==> src/include/iosc_pkg.sv <==
// constants, types and register map of the internal oscillator block control
// Summary of operation
// - fast oscillator gives 8 MHz direct and feeds a postscaler from 31 kHz to 4 MHz
// - fast oscillator runs for 125 kHz to 8 MHz, at lowest only if source select chooses it
// - slow oscillator runs when selected or forced by timers, clock monitor, two-speed start
// - frequency select chooses fast direct, slow direct or a postscaler tap
// - clock-out pin mode drives output pin with device clock over four; input pin is port A bit 7
// - all-I/O pin mode makes input pin port A bit 7 and output pin port A bit 6
// - trim is five-bit two's complement: 01111 maximum, 00000 centre, 10000 minimum
// - after a trim write the fast oscillator slews gradually; no done flag exists
// - slow oscillator ignores the trim; only the fast oscillator follows it
// - tuning bit 7 picks which oscillator supplies the 31 kHz option
// - tuning bit 6 inserts a 4x multiplier, giving 16 MHz or 32 MHz; software only; here the device clock ticks stay at 8 MHz or 4 MHz
// - multiplier usable only when primary configuration is 1001 or 1000
// - multiplier works only with frequency select 111 or 110
// - if conditions fail, multiplier is off, enable writes ignored, bit held clear
// - two-speed wake with multiplier enabled holds execution until multiplier has started
// - source select set: 31.25 kHz from postscaler; clear: slow oscillator, fast one off
// - frequency select 000 is the nominal 31 kHz setting where source select applies
// - any reset sets the frequency selection to 1 MHz
package iosc_pkg;

    // register indices on the plain port
    localparam logic [1:0] IOSC_ADDR_TUNING  = 2'h0;
    localparam logic [1:0] IOSC_ADDR_CONTROL = 2'h1;
    localparam logic [1:0] IOSC_ADDR_STATUS  = 2'h2;

    // tuning register fields
    localparam int IOSC_TUN_SRC_BIT  = 7;
    localparam int IOSC_TUN_PLL_BIT  = 6;
    localparam int IOSC_TUN_TRIM_MSB = 4;
    localparam logic [7:0] IOSC_TUNING_RESET = 8'h00;

    // control register frequency select field
    localparam int IOSC_CTL_SEL_LSB = 4;
    localparam logic [2:0] IOSC_SEL_8M    = 3'h7;
    localparam logic [2:0] IOSC_SEL_4M    = 3'h6;
    localparam logic [2:0] IOSC_SEL_31K   = 3'h0;
    localparam logic [2:0] IOSC_SEL_RESET = 3'h4;

    // primary oscillator configuration codes of the internal modes
    localparam logic [3:0] IOSC_CFG_CLKOUT = 4'h9;
    localparam logic [3:0] IOSC_CFG_ALL_IO = 4'h8;

    // clock rates
    localparam int IOSC_SYS_HZ  = 40000000;
    localparam int IOSC_FAST_HZ = 8000000;
    localparam int IOSC_SLOW_HZ = 31000;
    localparam int IOSC_SLOW_DIV = IOSC_SYS_HZ / IOSC_SLOW_HZ;
    localparam logic [10:0] IOSC_SLOW_LAST = 11'(IOSC_SLOW_DIV - 1);

    // fast oscillator phase accumulator
    localparam int IOSC_ACC_W = 16;
    localparam logic [15:0] IOSC_NOM_INC =
        16'((longint'(IOSC_FAST_HZ) * 65536) / IOSC_SYS_HZ);
    localparam int IOSC_TRIM_SHIFT = 6;
    localparam int IOSC_SLEW_US_X1000 = 200;
    localparam int IOSC_SLEW_CYC =
        (IOSC_SLEW_US_X1000 * (IOSC_SYS_HZ / 1000000) + 999) / 1000;
    localparam logic [3:0] IOSC_SLEW_LAST = 4'(IOSC_SLEW_CYC - 1);

    // multiplier start time
    localparam int IOSC_PLL_START_US = 2;
    localparam int IOSC_PLL_START_CYC = IOSC_PLL_START_US * (IOSC_SYS_HZ / 1000000);
    localparam logic [7:0] IOSC_PLL_START_LAST = 8'(IOSC_PLL_START_CYC - 1);

    // postscaler
    localparam logic [7:0] IOSC_PS_FULL = 8'hFF;

    // multiplier state, gray coded along off, starting, running
    typedef enum logic [1:0] {
        IOSC_PLL_OFF      = 2'b00,
        IOSC_PLL_STARTING = 2'b01,
        IOSC_PLL_RUNNING  = 2'b11
    } iosc_pll_e;

endpackage : iosc_pkg

==> src/include/iosc_clk_if.sv <==
// clock tick bundle between the control top and the postscaler
`timescale 1ns/1ps
interface iosc_clk_if;
    logic       fast_tick;
    logic       slow_tick;
    logic [2:0] req_sel;
    logic       req_fast_31k;
    logic       dev_tick;
    logic       act_slow;
    logic [2:0] act_sel;
    logic       act_fast_31k;

    modport ctrl (
        output fast_tick, slow_tick, req_sel, req_fast_31k,
        input  dev_tick, act_slow, act_sel, act_fast_31k
    );
    modport scaler (
        input  fast_tick, slow_tick, req_sel, req_fast_31k,
        output dev_tick, act_slow, act_sel, act_fast_31k
    );
endinterface : iosc_clk_if

==> src/hdl/iosc_ctrl.sv <==
// internal oscillator block control top: registers, oscillators, multiplier, pins
`timescale 1ns/1ps
module iosc_ctrl
    import iosc_pkg::*;
(
    input  wire logic       clk_sys,              // system clock, 40 MHz
    input  wire logic       rst,                  // async reset, high
    input  wire logic [1:0] reg_addr,             // register index
    input  wire logic [7:0] reg_wdata,            // write data
    input  wire logic       reg_wr,               // write strobe
    input  wire logic       reg_rd,               // read strobe
    output logic      [7:0] reg_rdata,            // read data, cycle after strobe
    input  wire logic [3:0] primary_osc_cfg,      // primary oscillator configuration
    input  wire logic       pwrup_timer_en,       // power-up timer enabled
    input  wire logic       fail_safe_mon_en,     // fail-safe clock monitor enabled
    input  wire logic       watchdog_en,          // watchdog enabled
    input  wire logic       two_speed_en,         // two-speed start-up enabled
    input  wire logic       wake_two_speed,       // pulse: two-speed wake begins
    output logic            fast_internal_osc_en, // fast oscillator running
    output logic            slow_rc_osc_en,       // slow oscillator running
    output logic            fast_osc_tick,        // one pulse per fast cycle
    output logic            slow_osc_tick,        // one pulse per slow cycle
    output logic            dev_clk_tick,         // one pulse per device clock
    output logic            pll_active,           // 4x multiplier inserted
    output logic            exec_hold,            // instruction execution held
    output logic      [2:0] dev_freq_sel,         // select now in effect
    input  wire logic [1:0] port_a_out,           // port A bits 7:6 output data
    input  wire logic [1:0] port_a_oe,            // port A bits 7:6 drive enable
    output logic      [1:0] port_a_in,            // port A bits 7:6 pin levels
    input  wire logic       osc_input_pin_i,      // input pin level
    output logic            osc_input_pin_o,      // input pin drive value
    output logic            osc_input_pin_oe,     // input pin drive enable
    input  wire logic       osc_output_pin_i,     // output pin level
    output logic            osc_output_pin_o,     // output pin drive value
    output logic            osc_output_pin_oe     // output pin drive enable
);

    iosc_clk_if clk_bus ();

    // register state
    logic            low_freq_source_sel_reg;
    logic            pll_multiplier_en_reg;
    logic      [4:0] freq_trim_reg;
    logic      [2:0] internal_freq_sel_reg;
    logic      [7:0] rdata_reg;

    // oscillator state
    logic     [15:0] acc_reg;
    logic     [15:0] inc_reg;
    logic     [15:0] inc_target;
    logic     [16:0] acc_sum;
    logic      [3:0] slew_cnt_reg;
    logic     [10:0] slow_cnt_reg;
    logic            fast_tick_reg;
    logic            slow_tick_reg;

    // multiplier state
    iosc_pll_e       pll_state_reg;
    iosc_pll_e       pll_state_next;
    logic      [7:0] pll_cnt_reg;
    logic            hold_reg;

    // pin state
    logic      [1:0] clkout_div_reg;
    logic            clkout_reg;
    logic      [1:0] pin_meta_reg;
    logic      [1:0] pin_sync_reg;

    // decoded conditions
    logic            wr_tuning;
    logic            wr_control;
    logic            mode_clkout;
    logic            mode_all_io;
    logic            pll_avail;
    logic            sel_31k;
    logic            need_fast_req;
    logic            need_fast_act;
    logic            slow_forced;
    logic      [7:0] tuning_view;
    logic      [7:0] control_view;
    logic      [7:0] status_view;

    // write strobes per register
    always_comb
    begin
        wr_tuning  = 1'b0;
        wr_control = 1'b0;
        if (reg_wr && (reg_addr == IOSC_ADDR_TUNING))
            wr_tuning = 1'b1;
        else if (reg_wr && (reg_addr == IOSC_ADDR_CONTROL))
            wr_control = 1'b1;
    end

    // pin modes from the primary configuration
    assign mode_clkout = (primary_osc_cfg == IOSC_CFG_CLKOUT);
    assign mode_all_io = (primary_osc_cfg == IOSC_CFG_ALL_IO);

    // multiplier availability: internal mode and 4 or 8 MHz
    assign pll_avail = (mode_clkout || mode_all_io)
                    && ((internal_freq_sel_reg == IOSC_SEL_8M)
                     || (internal_freq_sel_reg == IOSC_SEL_4M));

    // tuning register: source select and trim, bit 5 absent
    always_ff @(posedge clk_sys or posedge rst)
    begin
        if (rst)
        begin
            low_freq_source_sel_reg <= IOSC_TUNING_RESET[IOSC_TUN_SRC_BIT];
            freq_trim_reg           <= IOSC_TUNING_RESET[IOSC_TUN_TRIM_MSB:0];
        end
        else if (wr_tuning)
        begin
            low_freq_source_sel_reg <= reg_wdata[IOSC_TUN_SRC_BIT];
            freq_trim_reg           <= reg_wdata[IOSC_TUN_TRIM_MSB:0];
        end
    end

    // multiplier enable: software only, held clear when unavailable
    always_ff @(posedge clk_sys or posedge rst)
    begin
        if (rst)
            pll_multiplier_en_reg <= IOSC_TUNING_RESET[IOSC_TUN_PLL_BIT];
        else if (!pll_avail)
            pll_multiplier_en_reg <= 1'b0;
        else if (wr_tuning)
            pll_multiplier_en_reg <= reg_wdata[IOSC_TUN_PLL_BIT];
    end

    // frequency select, 1 MHz after reset
    always_ff @(posedge clk_sys or posedge rst)
    begin
        if (rst)
            internal_freq_sel_reg <= IOSC_SEL_RESET;
        else if (wr_control)
            internal_freq_sel_reg <= reg_wdata[IOSC_CTL_SEL_LSB +: 3];
    end

    // register views, unused bits zero
    assign tuning_view  = {low_freq_source_sel_reg, pll_multiplier_en_reg,
                           1'b0, freq_trim_reg};
    assign control_view = {1'b0, internal_freq_sel_reg, 4'h0};
    assign status_view  = {1'b0, mode_all_io, mode_clkout, exec_hold,
                           (pll_state_reg == IOSC_PLL_RUNNING), pll_active,
                           slow_rc_osc_en, fast_internal_osc_en};

    // read data one cycle after the strobe, zero otherwise
    always_ff @(posedge clk_sys or posedge rst)
    begin
        if (rst)
            rdata_reg <= 8'h00;
        else if (reg_rd && (reg_addr == IOSC_ADDR_TUNING))
            rdata_reg <= tuning_view;
        else if (reg_rd && (reg_addr == IOSC_ADDR_CONTROL))
            rdata_reg <= control_view;
        else if (reg_rd && (reg_addr == IOSC_ADDR_STATUS))
            rdata_reg <= status_view;
        else
            rdata_reg <= 8'h00;
    end

    assign reg_rdata = rdata_reg;

    // oscillator enables from requested and active selections
    assign sel_31k       = (internal_freq_sel_reg == IOSC_SEL_31K);
    assign need_fast_req = !sel_31k || low_freq_source_sel_reg;
    assign need_fast_act = !clk_bus.act_slow;
    assign slow_forced   = pwrup_timer_en || fail_safe_mon_en
                        || watchdog_en || two_speed_en;

    // fast oscillator stays up until a switch away has landed
    assign fast_internal_osc_en = need_fast_req || need_fast_act;
    assign slow_rc_osc_en       = slow_forced || clk_bus.act_slow
                               || (sel_31k && !low_freq_source_sel_reg);

    // trim target: centre increment plus signed trim step
    assign inc_target = IOSC_NOM_INC
                      + {{(11 - IOSC_TRIM_SHIFT){freq_trim_reg[4]}},
                         freq_trim_reg, {IOSC_TRIM_SHIFT{1'b0}}};

    // increment slews one step per interval toward the target
    always_ff @(posedge clk_sys or posedge rst)
    begin
        if (rst)
        begin
            inc_reg      <= IOSC_NOM_INC;
            slew_cnt_reg <= 4'h0;
        end
        else if (slew_cnt_reg != IOSC_SLEW_LAST)
            slew_cnt_reg <= slew_cnt_reg + 4'h1;
        else
        begin
            slew_cnt_reg <= 4'h0;
            if ($signed(inc_reg) < $signed(inc_target))
                inc_reg <= inc_reg + 16'h0001;
            else if ($signed(inc_reg) > $signed(inc_target))
                inc_reg <= inc_reg - 16'h0001;
        end
    end

    // fast oscillator: phase accumulator carry is one cycle
    assign acc_sum = {1'b0, acc_reg} + {1'b0, inc_reg};

    always_ff @(posedge clk_sys or posedge rst)
    begin
        if (rst)
        begin
            acc_reg       <= 16'h0000;
            fast_tick_reg <= 1'b0;
        end
        else if (fast_internal_osc_en)
        begin
            acc_reg       <= acc_sum[15:0];
            fast_tick_reg <= acc_sum[16];
        end
        else
            fast_tick_reg <= 1'b0;
    end

    // slow oscillator: fixed divider, never trimmed
    always_ff @(posedge clk_sys or posedge rst)
    begin
        if (rst)
        begin
            slow_cnt_reg  <= 11'h000;
            slow_tick_reg <= 1'b0;
        end
        else if (!slow_rc_osc_en)
        begin
            slow_cnt_reg  <= 11'h000;
            slow_tick_reg <= 1'b0;
        end
        else if (slow_cnt_reg == IOSC_SLOW_LAST)
        begin
            slow_cnt_reg  <= 11'h000;
            slow_tick_reg <= 1'b1;
        end
        else
        begin
            slow_cnt_reg  <= slow_cnt_reg + 11'h001;
            slow_tick_reg <= 1'b0;
        end
    end

    // tick bundle to the postscaler
    assign clk_bus.fast_tick    = fast_tick_reg;
    assign clk_bus.slow_tick    = slow_tick_reg;
    assign clk_bus.req_sel      = internal_freq_sel_reg;
    assign clk_bus.req_fast_31k = low_freq_source_sel_reg;

    iosc_postscaler u_postscaler (
        .clk_sys (clk_sys),
        .rst     (rst),
        .bus     (clk_bus)
    );

    assign fast_osc_tick = fast_tick_reg;
    assign slow_osc_tick = slow_tick_reg;
    assign dev_clk_tick  = clk_bus.dev_tick;
    assign dev_freq_sel  = clk_bus.act_sel;

    // multiplier start sequence
    always_comb
    begin
        pll_state_next = pll_state_reg;
        case (pll_state_reg)
            IOSC_PLL_OFF:
                if (pll_multiplier_en_reg)
                    pll_state_next = IOSC_PLL_STARTING;
            IOSC_PLL_STARTING:
                if (!pll_multiplier_en_reg)
                    pll_state_next = IOSC_PLL_OFF;
                else if (pll_cnt_reg == IOSC_PLL_START_LAST)
                    pll_state_next = IOSC_PLL_RUNNING;
            IOSC_PLL_RUNNING:
                if (!pll_multiplier_en_reg)
                    pll_state_next = IOSC_PLL_OFF;
                else if (wake_two_speed)
                    pll_state_next = IOSC_PLL_STARTING;
            default:
                pll_state_next = IOSC_PLL_OFF;
        endcase
    end

    always_ff @(posedge clk_sys or posedge rst)
    begin
        if (rst)
            pll_state_reg <= IOSC_PLL_OFF;
        else
            pll_state_reg <= pll_state_next;
    end

    // start timer counts only while starting
    always_ff @(posedge clk_sys or posedge rst)
    begin
        if (rst)
            pll_cnt_reg <= 8'h00;
        else if ((pll_state_reg != IOSC_PLL_STARTING) || (pll_state_next != IOSC_PLL_STARTING))
            pll_cnt_reg <= 8'h00;
        else
            pll_cnt_reg <= pll_cnt_reg + 8'h01;
    end

    assign pll_active = pll_multiplier_en_reg && pll_avail;

    // execution hold after a two-speed wake until the multiplier runs
    always_ff @(posedge clk_sys or posedge rst)
    begin
        if (rst)
            hold_reg <= 1'b0;
        else if (wake_two_speed && pll_multiplier_en_reg)
            hold_reg <= 1'b1;
        else if ((pll_state_reg == IOSC_PLL_RUNNING) || !pll_multiplier_en_reg)
            hold_reg <= 1'b0;
    end

    assign exec_hold = hold_reg;

    // device clock over four for the clock-out pin
    always_ff @(posedge clk_sys or posedge rst)
    begin
        if (rst)
        begin
            clkout_div_reg <= 2'h0;
            clkout_reg     <= 1'b0;
        end
        else if (clk_bus.dev_tick)
        begin
            clkout_div_reg <= clkout_div_reg + 2'h1;
            if (clkout_div_reg[0])
                clkout_reg <= ~clkout_reg;
        end
    end

    // pin level synchronisers, bit 1 input pin, bit 0 output pin
    always_ff @(posedge clk_sys or posedge rst)
    begin
        if (rst)
        begin
            pin_meta_reg <= 2'h0;
            pin_sync_reg <= 2'h0;
        end
        else
        begin
            pin_meta_reg <= {osc_input_pin_i, osc_output_pin_i};
            pin_sync_reg <= pin_meta_reg;
        end
    end

    // input pin is port A bit 7 in both internal modes
    always_comb
    begin
        osc_input_pin_o  = 1'b0;
        osc_input_pin_oe = 1'b0;
        if (mode_clkout || mode_all_io)
        begin
            osc_input_pin_o  = port_a_out[1];
            osc_input_pin_oe = port_a_oe[1];
        end
    end

    // output pin carries the clock or port A bit 6
    always_comb
    begin
        osc_output_pin_o  = 1'b0;
        osc_output_pin_oe = 1'b0;
        if (mode_clkout)
        begin
            osc_output_pin_o  = clkout_reg;
            osc_output_pin_oe = 1'b1;
        end
        else if (mode_all_io)
        begin
            osc_output_pin_o  = port_a_out[0];
            osc_output_pin_oe = port_a_oe[0];
        end
    end

    // port A sees the pins only when they are general I/O
    assign port_a_in[1] = (mode_clkout || mode_all_io) && pin_sync_reg[1];
    assign port_a_in[0] = mode_all_io && pin_sync_reg[0];

endmodule : iosc_ctrl

==> src/hdl/iosc_postscaler.sv <==
// postscaler taps and device clock source selection, runt-free between fast taps
`timescale 1ns/1ps
module iosc_postscaler
    import iosc_pkg::*;
(
    input  wire logic clk_sys, // system clock
    input  wire logic rst,     // async reset, high
    iosc_clk_if.scaler bus     // tick bundle
);

    logic [7:0] ps_cnt_reg;
    logic [7:0] tap_mask;
    logic       tap_tick;
    logic       req_slow;
    logic       period_end;

    // divider count of fast ticks
    always_ff @(posedge clk_sys or posedge rst)
    begin
        if (rst)
            ps_cnt_reg <= 8'h00;
        else if (bus.fast_tick)
            ps_cnt_reg <= ps_cnt_reg + 8'h01;
    end

    // tap mask from the active select, power-of-two division
    always_comb
    begin
        case (bus.act_sel)
            3'h7:    tap_mask = 8'h00;
            3'h6:    tap_mask = 8'h01;
            3'h5:    tap_mask = 8'h03;
            3'h4:    tap_mask = 8'h07;
            3'h3:    tap_mask = 8'h0F;
            3'h2:    tap_mask = 8'h1F;
            3'h1:    tap_mask = 8'h3F;
            default: tap_mask = 8'hFF; // 31.25 kHz tap
        endcase
    end

    assign tap_tick = bus.fast_tick && ((ps_cnt_reg & tap_mask) == tap_mask);
    assign req_slow = (bus.req_sel == IOSC_SEL_31K) && !bus.req_fast_31k;
    // selection only moves where every fast tap ends a full period, or at a slow tick while slow is active
    assign period_end = bus.act_slow ? bus.slow_tick
                                     : (bus.fast_tick && (ps_cnt_reg == IOSC_PS_FULL));

    // active selection latched at a period end
    always_ff @(posedge clk_sys or posedge rst)
    begin
        if (rst)
        begin
            bus.act_sel      <= IOSC_SEL_RESET;
            bus.act_slow     <= 1'b0;
            bus.act_fast_31k <= 1'b0;
        end
        else if (period_end)
        begin
            bus.act_sel      <= bus.req_sel;
            bus.act_slow     <= req_slow;
            bus.act_fast_31k <= bus.req_fast_31k;
        end
    end

    // one device clock tick per selected period
    always_ff @(posedge clk_sys or posedge rst)
    begin
        if (rst)
            bus.dev_tick <= 1'b0;
        else
            bus.dev_tick <= bus.act_slow ? bus.slow_tick : tap_tick;
    end

endmodule : iosc_postscaler

==> config.mk <==
export PLATFORM = sky130hd
export DESIGN_NAME = iosc_ctrl
export DESIGN_NICKNAME = d
export VERILOG_FILES = /design/src/include/iosc_pkg.sv /design/src/include/iosc_clk_if.sv /design/src/hdl/iosc_ctrl.sv /design/src/hdl/iosc_postscaler.sv
export SDC_FILE = /design/constraint.sdc
export NUM_CORES = 1
export LEC_CHECK = 0
export ABC_AREA = 1
export BUFFER_PORTS_ARGS = -buffer_cell sky130_fd_sc_hd__clkbuf_2
export CORE_AREA = 2 2 93 113
export DETAILED_ROUTE_END_ITERATION = 8
export DIE_AREA = 0 0 95 115
export PLACE_DENSITY = 0.8
export SLEW_MARGIN = 5
export SYNTH_ARGS = -nofsm -noshare
export SYNTH_HDL_FRONTEND = slang
export SYNTH_SLANG_ARGS = --single-unit
==> constraint.sdc <==
create_clock -name clk_sys -period 5.3 [get_ports clk_sys]
set_input_delay 0.795 -clock clk_sys [delete_from_list [all_inputs] [get_ports clk_sys]]
set_output_delay 0.795 -clock clk_sys [all_outputs]
set_load 0.01 [all_outputs]
Word-level counts from Yosys, hierarchy flattened --
Cells that the tools add are included.
Storage, ports and cells: output and inout bits 24, register bits 98, bits of input ports 29
Cells by class: equality and inequality tests 23, magnitude comparators 2, mux-type cells 34, bitwise gates (word level) 3, reduce and logical (&&, ||, !) cells 35, add/sub/neg operators 9
Operator list (number):
- $pmux 8 s7 | 1
- $mux 16 | 2
- $mux 11 | 2
- $eq 3x3->1 const B | 6
- $mux 1 | 18
- $add 16x16->17 | 1
- $add 15x11->16 const A | 1
- $add 16x1->16 const B | 1
- $add 8x1->8 const B | 2
- $gt 16x16->1 | 1
- $lt 16x16->1 | 1
- $mux 8 | 2
- $sub 16x1->16 const B | 1
- $mux 7 | 2
- $logic_and 1x1->1 | 13
- $add 11x1->11 const B | 1
- $eq 11x11->1 const B | 1
- $logic_or 1x1->1 | 11
- $mux 2 | 5
- $and 8x8->8 | 1
- $eq 4x4->1 const B | 2
- $eq 8x7->1 const B | 1
- $eq 8x8->1 | 1
- $eq 8x8->1 const B | 1
- 17 further kinds | 28

Logic depth before layout (Yosys ltp) --
Gate-level depths: netlist of run 1.
word-level depth 8, depth in mapped cells 27, mapped depth without buffers 26

Cells and area by module --
From an unflattened synthesis of run 1, not the netlist that was laid out.
Second synthesis, totals: cells, all modules 781, area total of the unflattened synthesis 5874.4 sq um
Modules (own cells, without submodules):
- iosc_ctrl | area each 5151.2 sq um, cells each 694, times used 1
- iosc_postscaler | area each 723.2 sq um, cells each 87, times used 1

Least setup slack after synthesis of run 1 --
Ideal clock, no wire load.
kind register to register, start register freq_trim_reg[2], end register inc_reg[14], buffers on the path 1, library setup time 0.117 ns, clock period less this slack 2.855 ns, stages on the path, launching flop included 26, setup slack 2.445 ns, data arrival time 2.737 ns, cells stage by stage dfrtp_1 -> inv_1 -> ha_1 -> ha_1 -> ha_1 -> nand4_1 -> nor2_2 -> nand2_2 -> nand3_4 -> nand2_4 -> buf_8 -> nand2_1 -> nand2_2 -> inv_1 -> ha_1 -> inv_1 -> nand2_1 -> inv_1 -> nor2_1 -> nand3_2 -> nand2_1 -> nand2_1 -> nand2_1 -> nand2_1 -> nand3_1 -> nand2_1
On the way: word-level cells in the longest chain between the ends 4
Ends and longest elaborated chain:
- start: declaration | RTL line iosc_ctrl.sv:43 | logic [4:0] freq_trim_reg;
- start signal: assignment | RTL line iosc_ctrl.sv:109 | freq_trim_reg <= IOSC_TUNING_RESET[IOSC_TUN_TRIM_MSB:0];
- start signal: assignment | RTL line iosc_ctrl.sv:114 | freq_trim_reg <= reg_wdata[IOSC_TUN_TRIM_MSB:0];
- $add 15x11->16 (*) | RTL line iosc_ctrl.sv:177 | + {{(11 - IOSC_TRIM_SHIFT){freq_trim_reg[4]}},
- $lt 16x16->1 or $gt 16x16->1 (tied branches) | RTL line iosc_ctrl.sv:193, iosc_ctrl.sv:195
- $reduce_bool 2->1 (no source line)
- $reduce_and 2->1 (no source line)
- end signal: assignment | RTL line iosc_ctrl.sv:194 | inc_reg <= inc_reg + 16'h0001;
- end signal: assignment | RTL line iosc_ctrl.sv:196 | inc_reg <= inc_reg - 16'h0001;
- end: declaration | RTL line iosc_ctrl.sv:49 | logic [15:0] inc_reg;
Every way passes the cells marked *; elsewhere a longest branch is shown, timed or not. A chain may end at the register's enable or synchronous reset.

Final worst setup path of run 1 --
start register freq_trim_reg[2], end register inc_reg[10]
The elaborated chain is that of the path after synthesis.

==> results of run 1 <==
[cell type report]
cell class / instances / share of cell area, %
multi-input combinational: 527 / 44.9
clock inverter: 6 / 1.13
sequential: 97 / 37.5
timing repair buffer: 54 / 4.23
tap: 126 / 2.42
inverter: 106 / 6.17
clock buffer: 10 / 3.67
[worst reg2reg max path, cell delays in order, from the launching register on]
cell     delay (ns)
dfrtp_1        0.35
inv_1          0.08
ha_1           0.21
ha_1           0.28
ha_1           0.29
nand4_1        0.12
nor2_2         0.14
nand2_2        0.09
nand3_4        0.17
nand2_4        0.21
nand2_1        0.14
nand2_2        0.07
inv_1          0.06
ha_1           0.13
inv_1          0.03
nand2_1        0.07
inv_1          0.06
nor2_1         0.15
nand3_2        0.10
nand2_1        0.11
nand2_1        0.08
nand2_1        0.06
nand2_1        0.05
nand3_1        0.07
nand2_1        0.07
[path summary, 6_finish.rpt]
check / start / to / cells past startpoint
worst min register to register: pin_meta_reg[1] / pin_sync_reg[1] / 0
worst max register to register: freq_trim_reg[2] / inc_reg[10] / 24
min in group asynchronous: rst / pll_cnt_reg[4] / 2
max in group asynchronous: rst / inc_reg[9] / 3
worst max-delay path: freq_trim_reg[2] / inc_reg[10] / 24
worst min-delay path: pin_meta_reg[1] / pin_sync_reg[1] / 0
[cells in the mapped netlist (5+ instances only)]
cell and count:
ha_1 31, nand2_4 9, a21oi_1 42, nand3_1 58, dfstp_2 10, nand4_1 5
dfrtp_1 87, inv_1 102, xnor2_1 7, nor4_1 7, nor3_1 16, o41ai_1 10
clkbuf_1 6, o21ai_0 31, nand2_1 169, nor2_1 63, xor2_1 16, o22ai_1 7
nand2_2 16, nor2_2 8
[kinds of logic (layout without fill, tap and decap cells)]
logic type,Yosys count,after routing,synth area share (%)
AO/OA/AOI/OAI,102,102,9.98
XOR/XNOR,23,23,3.45
adder cells (fa/ha/maj),32,32,7.00
buffers and inverters,117,176,7.98
flip-flops,97,97,41.8
multiplexers,1,1,0.193
AND/OR/NAND/NOR,369,369,29.5
[power groups by stage]
stage | sequential (mW) | clock, mW | combinational (mW)
global placement | 0.825 | 0 | 0.128
finish | 0.815 | 0.681 | 0.134
CTS | 0.815 | 0.692 | 0.135
detailed placement | 0.828 | 0 | 0.135
global route | 0.821 | 0.725 | 0.158
floorplan | 0.821 | 0 | 0.0934
[per-layer routing]
layer	wire, um	share of wire, %
met5	0	0
met4	399	3.0
met3	548	4.1
met2	6960	52
met1	5370	40
[per-stage QoR]
stage,hold WS [ns],utilization (%),cell area [um^2]
after floorplan,0.331,-,5830
after global placement,0.334,62.9,6200
after detailed placement,0.343,62.9,6200
after CTS,0.359,66.1,6510
after global routing,0.361,66.1,6510
final,0.353,66.1,6510
==> reports/metrics.csv, run 1 <==
metric,value,unit
outcome,completed,
vias in the first global route,4986,
Netlist cell types,42,
detailed placer's ending HPWL,9810,um
fin cells,926,
largest net degree at the start of global routing,54,
worst vdd ir,151,uV
switching share of power,25.2,%
antenna-violating nets left,0,
Hold Path Class,reg2reg,
Rows,40,
RSZ-0062 raised after global routing,no,
LEAKAGE,3.40,nW
Final Hold Fails,0,
"commonest non-fill, non-tap cell in the layout",nand2_1,
multi-input logic area,2930,um^2
most frequent cells in the layout,"169 x nand2_1, 101 x inv_1, 87 x dfrtp_1",
GR Overflow Total,0,
"Max FO, Critical Path",15,
DRC violations left,0,
Nets,856,
grt peak-use layer,met2,
WL/cell,14.3,um
clock latency on the worst-skew pair,0.34,ns
diode count,0,
die width,95,um
TritonCTS clock tree,done,
M2 GR Usage,46.7,%
max-slew violations,0,
Syn Inst Count,741,
Register Area,2440,um^2
total power draw,1.63,mW
r2r setup slk,2.02,ns
Max-Slew Margin vs Limit,42.7,%
Fin Clk Skew,0.00654,ns
Root Driver,clkbuf_16,
Slew @ Worst Pin,0.860,ns
Post-synth ARST share,100,%
Final setup viols,0,
top cell type's share of synthesized area,37.3,%
crit-path cells,"inv_1, ha_1, ha_1, ha_1, nand4_1, nor2_2, nand2_2, nand3_4, nand2_4, nand2_1, nand2_2, inv_1, ha_1, inv_1, nand2_1, inv_1, nor2_1, nand3_2, nand2_1, nand2_1, nand2_1, nand2_1, nand3_1, nand2_1",
synthesized area,5830,um^2
switching power,0.410,mW
critical path class,reg2reg,
Avg Inst Size Synth,7.87,um^2
initial antenna violation count,0,
CP Buf/Inv Count,4,
"slowest stage delay, CP",0.35,ns
drt first pass iters,5,
Placed Instances,910,
Setup TNS,0,ns
DR iter-0 viols,250,
IO buf count,52,
largest area contributor in the netlist,dfrtp_1,
DIE AREA,10900,um^2
"Seq/Total Area, Yosys",41.8,%
hold_buf cts,0,
"Reg clk slew, reported paths",0.07,ns
Initial Utilization,59.1,%
post-cts repair resize count,0,
"EDFF count, synth",0,
Clock Sink Count,97,
post-route setup slack,2.02,ns
Fill cells,839,
Yosys warnings,0,
worst slack at placement,2.05,ns
Max H-tree Level,3,
crit path max-delay cell type,dfrtp_1,
period utilisation layout,61.8,%
core area,9860,um^2
vias per inst,5.57,
Reg power frac,50.0,%
Die Ht,115,um
layout cells sized above 1,16.3,%
max frequency,0.305,GHz
#FFs+latches synth,97,
arrival time at the worst endpoint,3.51,ns
CTS Buf Count,9,
post-CTS setup buffers,0,
P per Cell Area,250,nW/um^2
Int Pwr,1.22,mW
syn nets,802,
family with the most delay on the worst path,simple AND/OR/NAND/NOR gates,
GRT met3 Usage,3.21,%
top_reg_cell synth,dfrtp_1,
cell with the most instances on the worst path,nand2_1,
crit path launch type,register,
drt total wl,13300,um
clock network power share,41.8,%
Max Cap Viol,0,
Worst Path Required,5.53,ns
GR Layer Usage met1,30.9,%
Area Growth Syn to Fin,11.7,%
min Tclk post-route,3.28,ns
via total after detailed routing,5162,
Longest Clk Path Bufs,2,
first-pass GRT wire length,22400,um
Total GRT Usage,26.0,%
Critical Path End Type,register,
Logic pwr share,8.2,%
Synth area leaders,"dfrtp_1 37%, nand2_1 11%, ha_1 6.7%, inv_1 6.6%, nand3_1 5.0%",
Top Ports,53,
gpl congestion,0.921,
Note: power is estimated with default switching activity, not from simulation.
==> run 2, diff against run 1 <==
- CORE_AREA: 2 2 93 113 -> 2 2 98 119
- DIE_AREA: 0 0 95 115 -> 0 0 100 121
- PLACE_DENSITY: 0.8 -> 0.76
- clock period: 5.3 -> 2.6 ns (I/O delays scaled with it)
==> run 2 against run 1 <==
Compared with the run above: final cell count increased by 5.9%; routed wire length increased by 7.3%; design area increased by 9.0%; worst setup slack got worse by 2.2 ns; worst hold slack got worse by 0.23 ns; global-route usage decreased by 1.2 points; clock-buffer cell count increased by 1; the flow now finishes with violations (negative setup slack); maximum frequency increased by 19%.
==> reports/metrics.csv, run 2 (same netlist as run 1, synthesis figures left out) <==
metric,value,unit
worst vdd ir,340,uV
first-pass GRT wire length,24200,um
layout cells sized above 1,24.5,%
reg2reg path depth,26,
max frequency,0.363,GHz
Worst Path Required,2.83,ns
r2r setup slk,-0.15,ns
switching power,0.831,mW
worst reg2reg startpoint,freq_trim_reg[2],
drt first pass iters,4,
"commonest non-fill, non-tap cell in the layout",nand2_1,
antenna-violating nets left,0,
Die Ht,121,um
initial antenna violation count,0,
Longest Clk Path Bufs,2,
failing checks,negative setup slack,
clock network power share,42.3,%
post-route setup slack,-0.154,ns
Max H-tree Level,3,
Area Growth Syn to Fin,21.7,%
Max Cap Viol,0,
multi-input logic area,3090,um^2
fin cells,981,
vias in the first global route,5387,
Reg power frac,48.2,%
switching share of power,24.1,%
period utilisation layout,106,%
critical path class,reg2reg,
Final Hold Fails,0,
IO buf count,52,
Slew @ Worst Pin,0.655,ns
Critical Path End Type,register,
outcome,finished with violations,
Placed Instances,960,
WL/cell,14.5,um
"Max FO, Critical Path",4,
Fin Clk Skew,0.00817,ns
core area,10900,um^2
Int Pwr,2.61,mW
Logic pwr share,9.5,%
via total after detailed routing,5263,
CTS Buf Count,9,
diode count,0,
hold_buf cts,0,
die width,100,um
vias per inst,5.36,
DR iter-0 viols,248,
most frequent cells in the layout,"158 x nand2_1, 94 x inv_1, 87 x dfrtp_1",
Total GRT Usage,24.8,%
arrival time at the worst endpoint,2.99,ns
gpl congestion,0.919,
TritonCTS clock tree,done,
DIE AREA,12100,um^2
Worst Setup EP,inc_reg[14],
Clock Sink Count,97,
min Tclk post-route,2.75,ns
total power draw,3.44,mW
Rows,42,
largest net degree at the start of global routing,42,
Fill cells,886,
RSZ-0062 raised after global routing,yes,
Top Ports,53,
fin area,7100,um^2
DRC violations left,0,
DP Area,6590,um^2
Max-Slew Margin vs Limit,56.2,%
LEAKAGE,3.66,nW
Nets,905,
fin util,64.9,%
Critical path origin,freq_trim_reg[2],
Register Area,2440,um^2
Final setup viols,11,
crit path launch type,register,
Hold Path Class,in2async,
"Reg clk slew, reported paths",0.07,ns
Root Driver,clkbuf_16,
P per Cell Area,485,nW/um^2
drt total wl,14200,um
clock latency on the worst-skew pair,0.34,ns
Initial Utilization,53.3,%
max-slew violations,0,
worst r2r dst,inc_reg[14],
GR Overflow Total,0,
detailed placer's ending HPWL,10700,um
run 2: cell count changes in the layout (fill, tap and decap cells not counted), sizes merged:
cell,before,now
inv,108,106
clkbuf,62,63
buf,2,51
bufinv,1,2
run 2: how the worst min path moves through the flow:
stage / depth (start not counted) / slack (ns) / to
detailed placement: 0 / 0.34 / pin_sync_reg[0]
finish: 2 / 0.13 / pll_state_reg[1]
floorplan: 0 / 0.33 / pin_sync_reg[0]
CTS: 2 / 0.15 / acc_reg[14]
global route: 1 / 0.15 / pin_meta_reg[0]
global placement: 0 / 0.33 / pin_sync_reg[0]
run 2: worst max-delay path, stage by stage (launching register included):
cell and delay [ns]:
dfrtp_1 0.39, inv_2 0.08, ha_4 0.13, ha_4 0.20, ha_4 0.27, nand2_1 0.05
inv_1 0.05, nand2_1 0.05, nand2_1 0.08, nand2_2 0.08, nand3_4 0.13, nand2_4 0.08
nand2_4 0.11, nand2_4 0.05, inv_4 0.05, ha_4 0.12, inv_2 0.03, nand2_2 0.06
inv_2 0.05, nor2_4 0.11, nand3_2 0.10, nand2_4 0.09, nand2_2 0.06, nand2_1 0.07
nand2_1 0.04, nand3_1 0.05, nand2_1 0.05
run 2: cell type report:
type / count / area share (%)
clock inverter: 5 / 1.20
multi-input combinational: 527 / 43.5
tap: 132 / 2.33
sequential: 97 / 34.4
inverter: 106 / 5.71
clock buffer: 11 / 3.42
timing repair buffer: 103 / 9.47
run 2: what timing repair did:
action | in CTS | in global routing
pin swaps | 23 | 6
setup buffers | 3 | 2
gates resized for setup | 26 | 6
setup endpoints to repair | 14 | 15
run 2: metal layers:
metal / global-route usage [%] / share of wire (%)
met3: 3.69 / 3.2
met4: 10.8 / 3.1
met2: 44.6 / 53
met1: 29.0 / 40
met5: 0 / 0
run 2: per-stage QoR:
step | setup TNS (ns) | setup WS (ns) | hold slack, ns
floorplan | -0.731 | -0.242 | 0.331
global placement | -1.42 | -0.202 | 0.334
detailed placement | -2.60 | -0.318 | 0.336
global route | -3.52 | -0.311 | 0.148
finish | -1.04 | -0.154 | 0.128
CTS | -0.475 | -0.0943 | 0.147
run 2: power groups by stage:
stage               Sequential [mW]  Combinational [mW]  Clock [mW]
CTS                            1.66               0.328        1.48
global placement               1.68               0.292           0
detailed placement             1.69               0.308           0
floorplan                      1.67               0.192           0
finish                         1.66               0.326        1.46
global route                   1.67               0.373        1.55
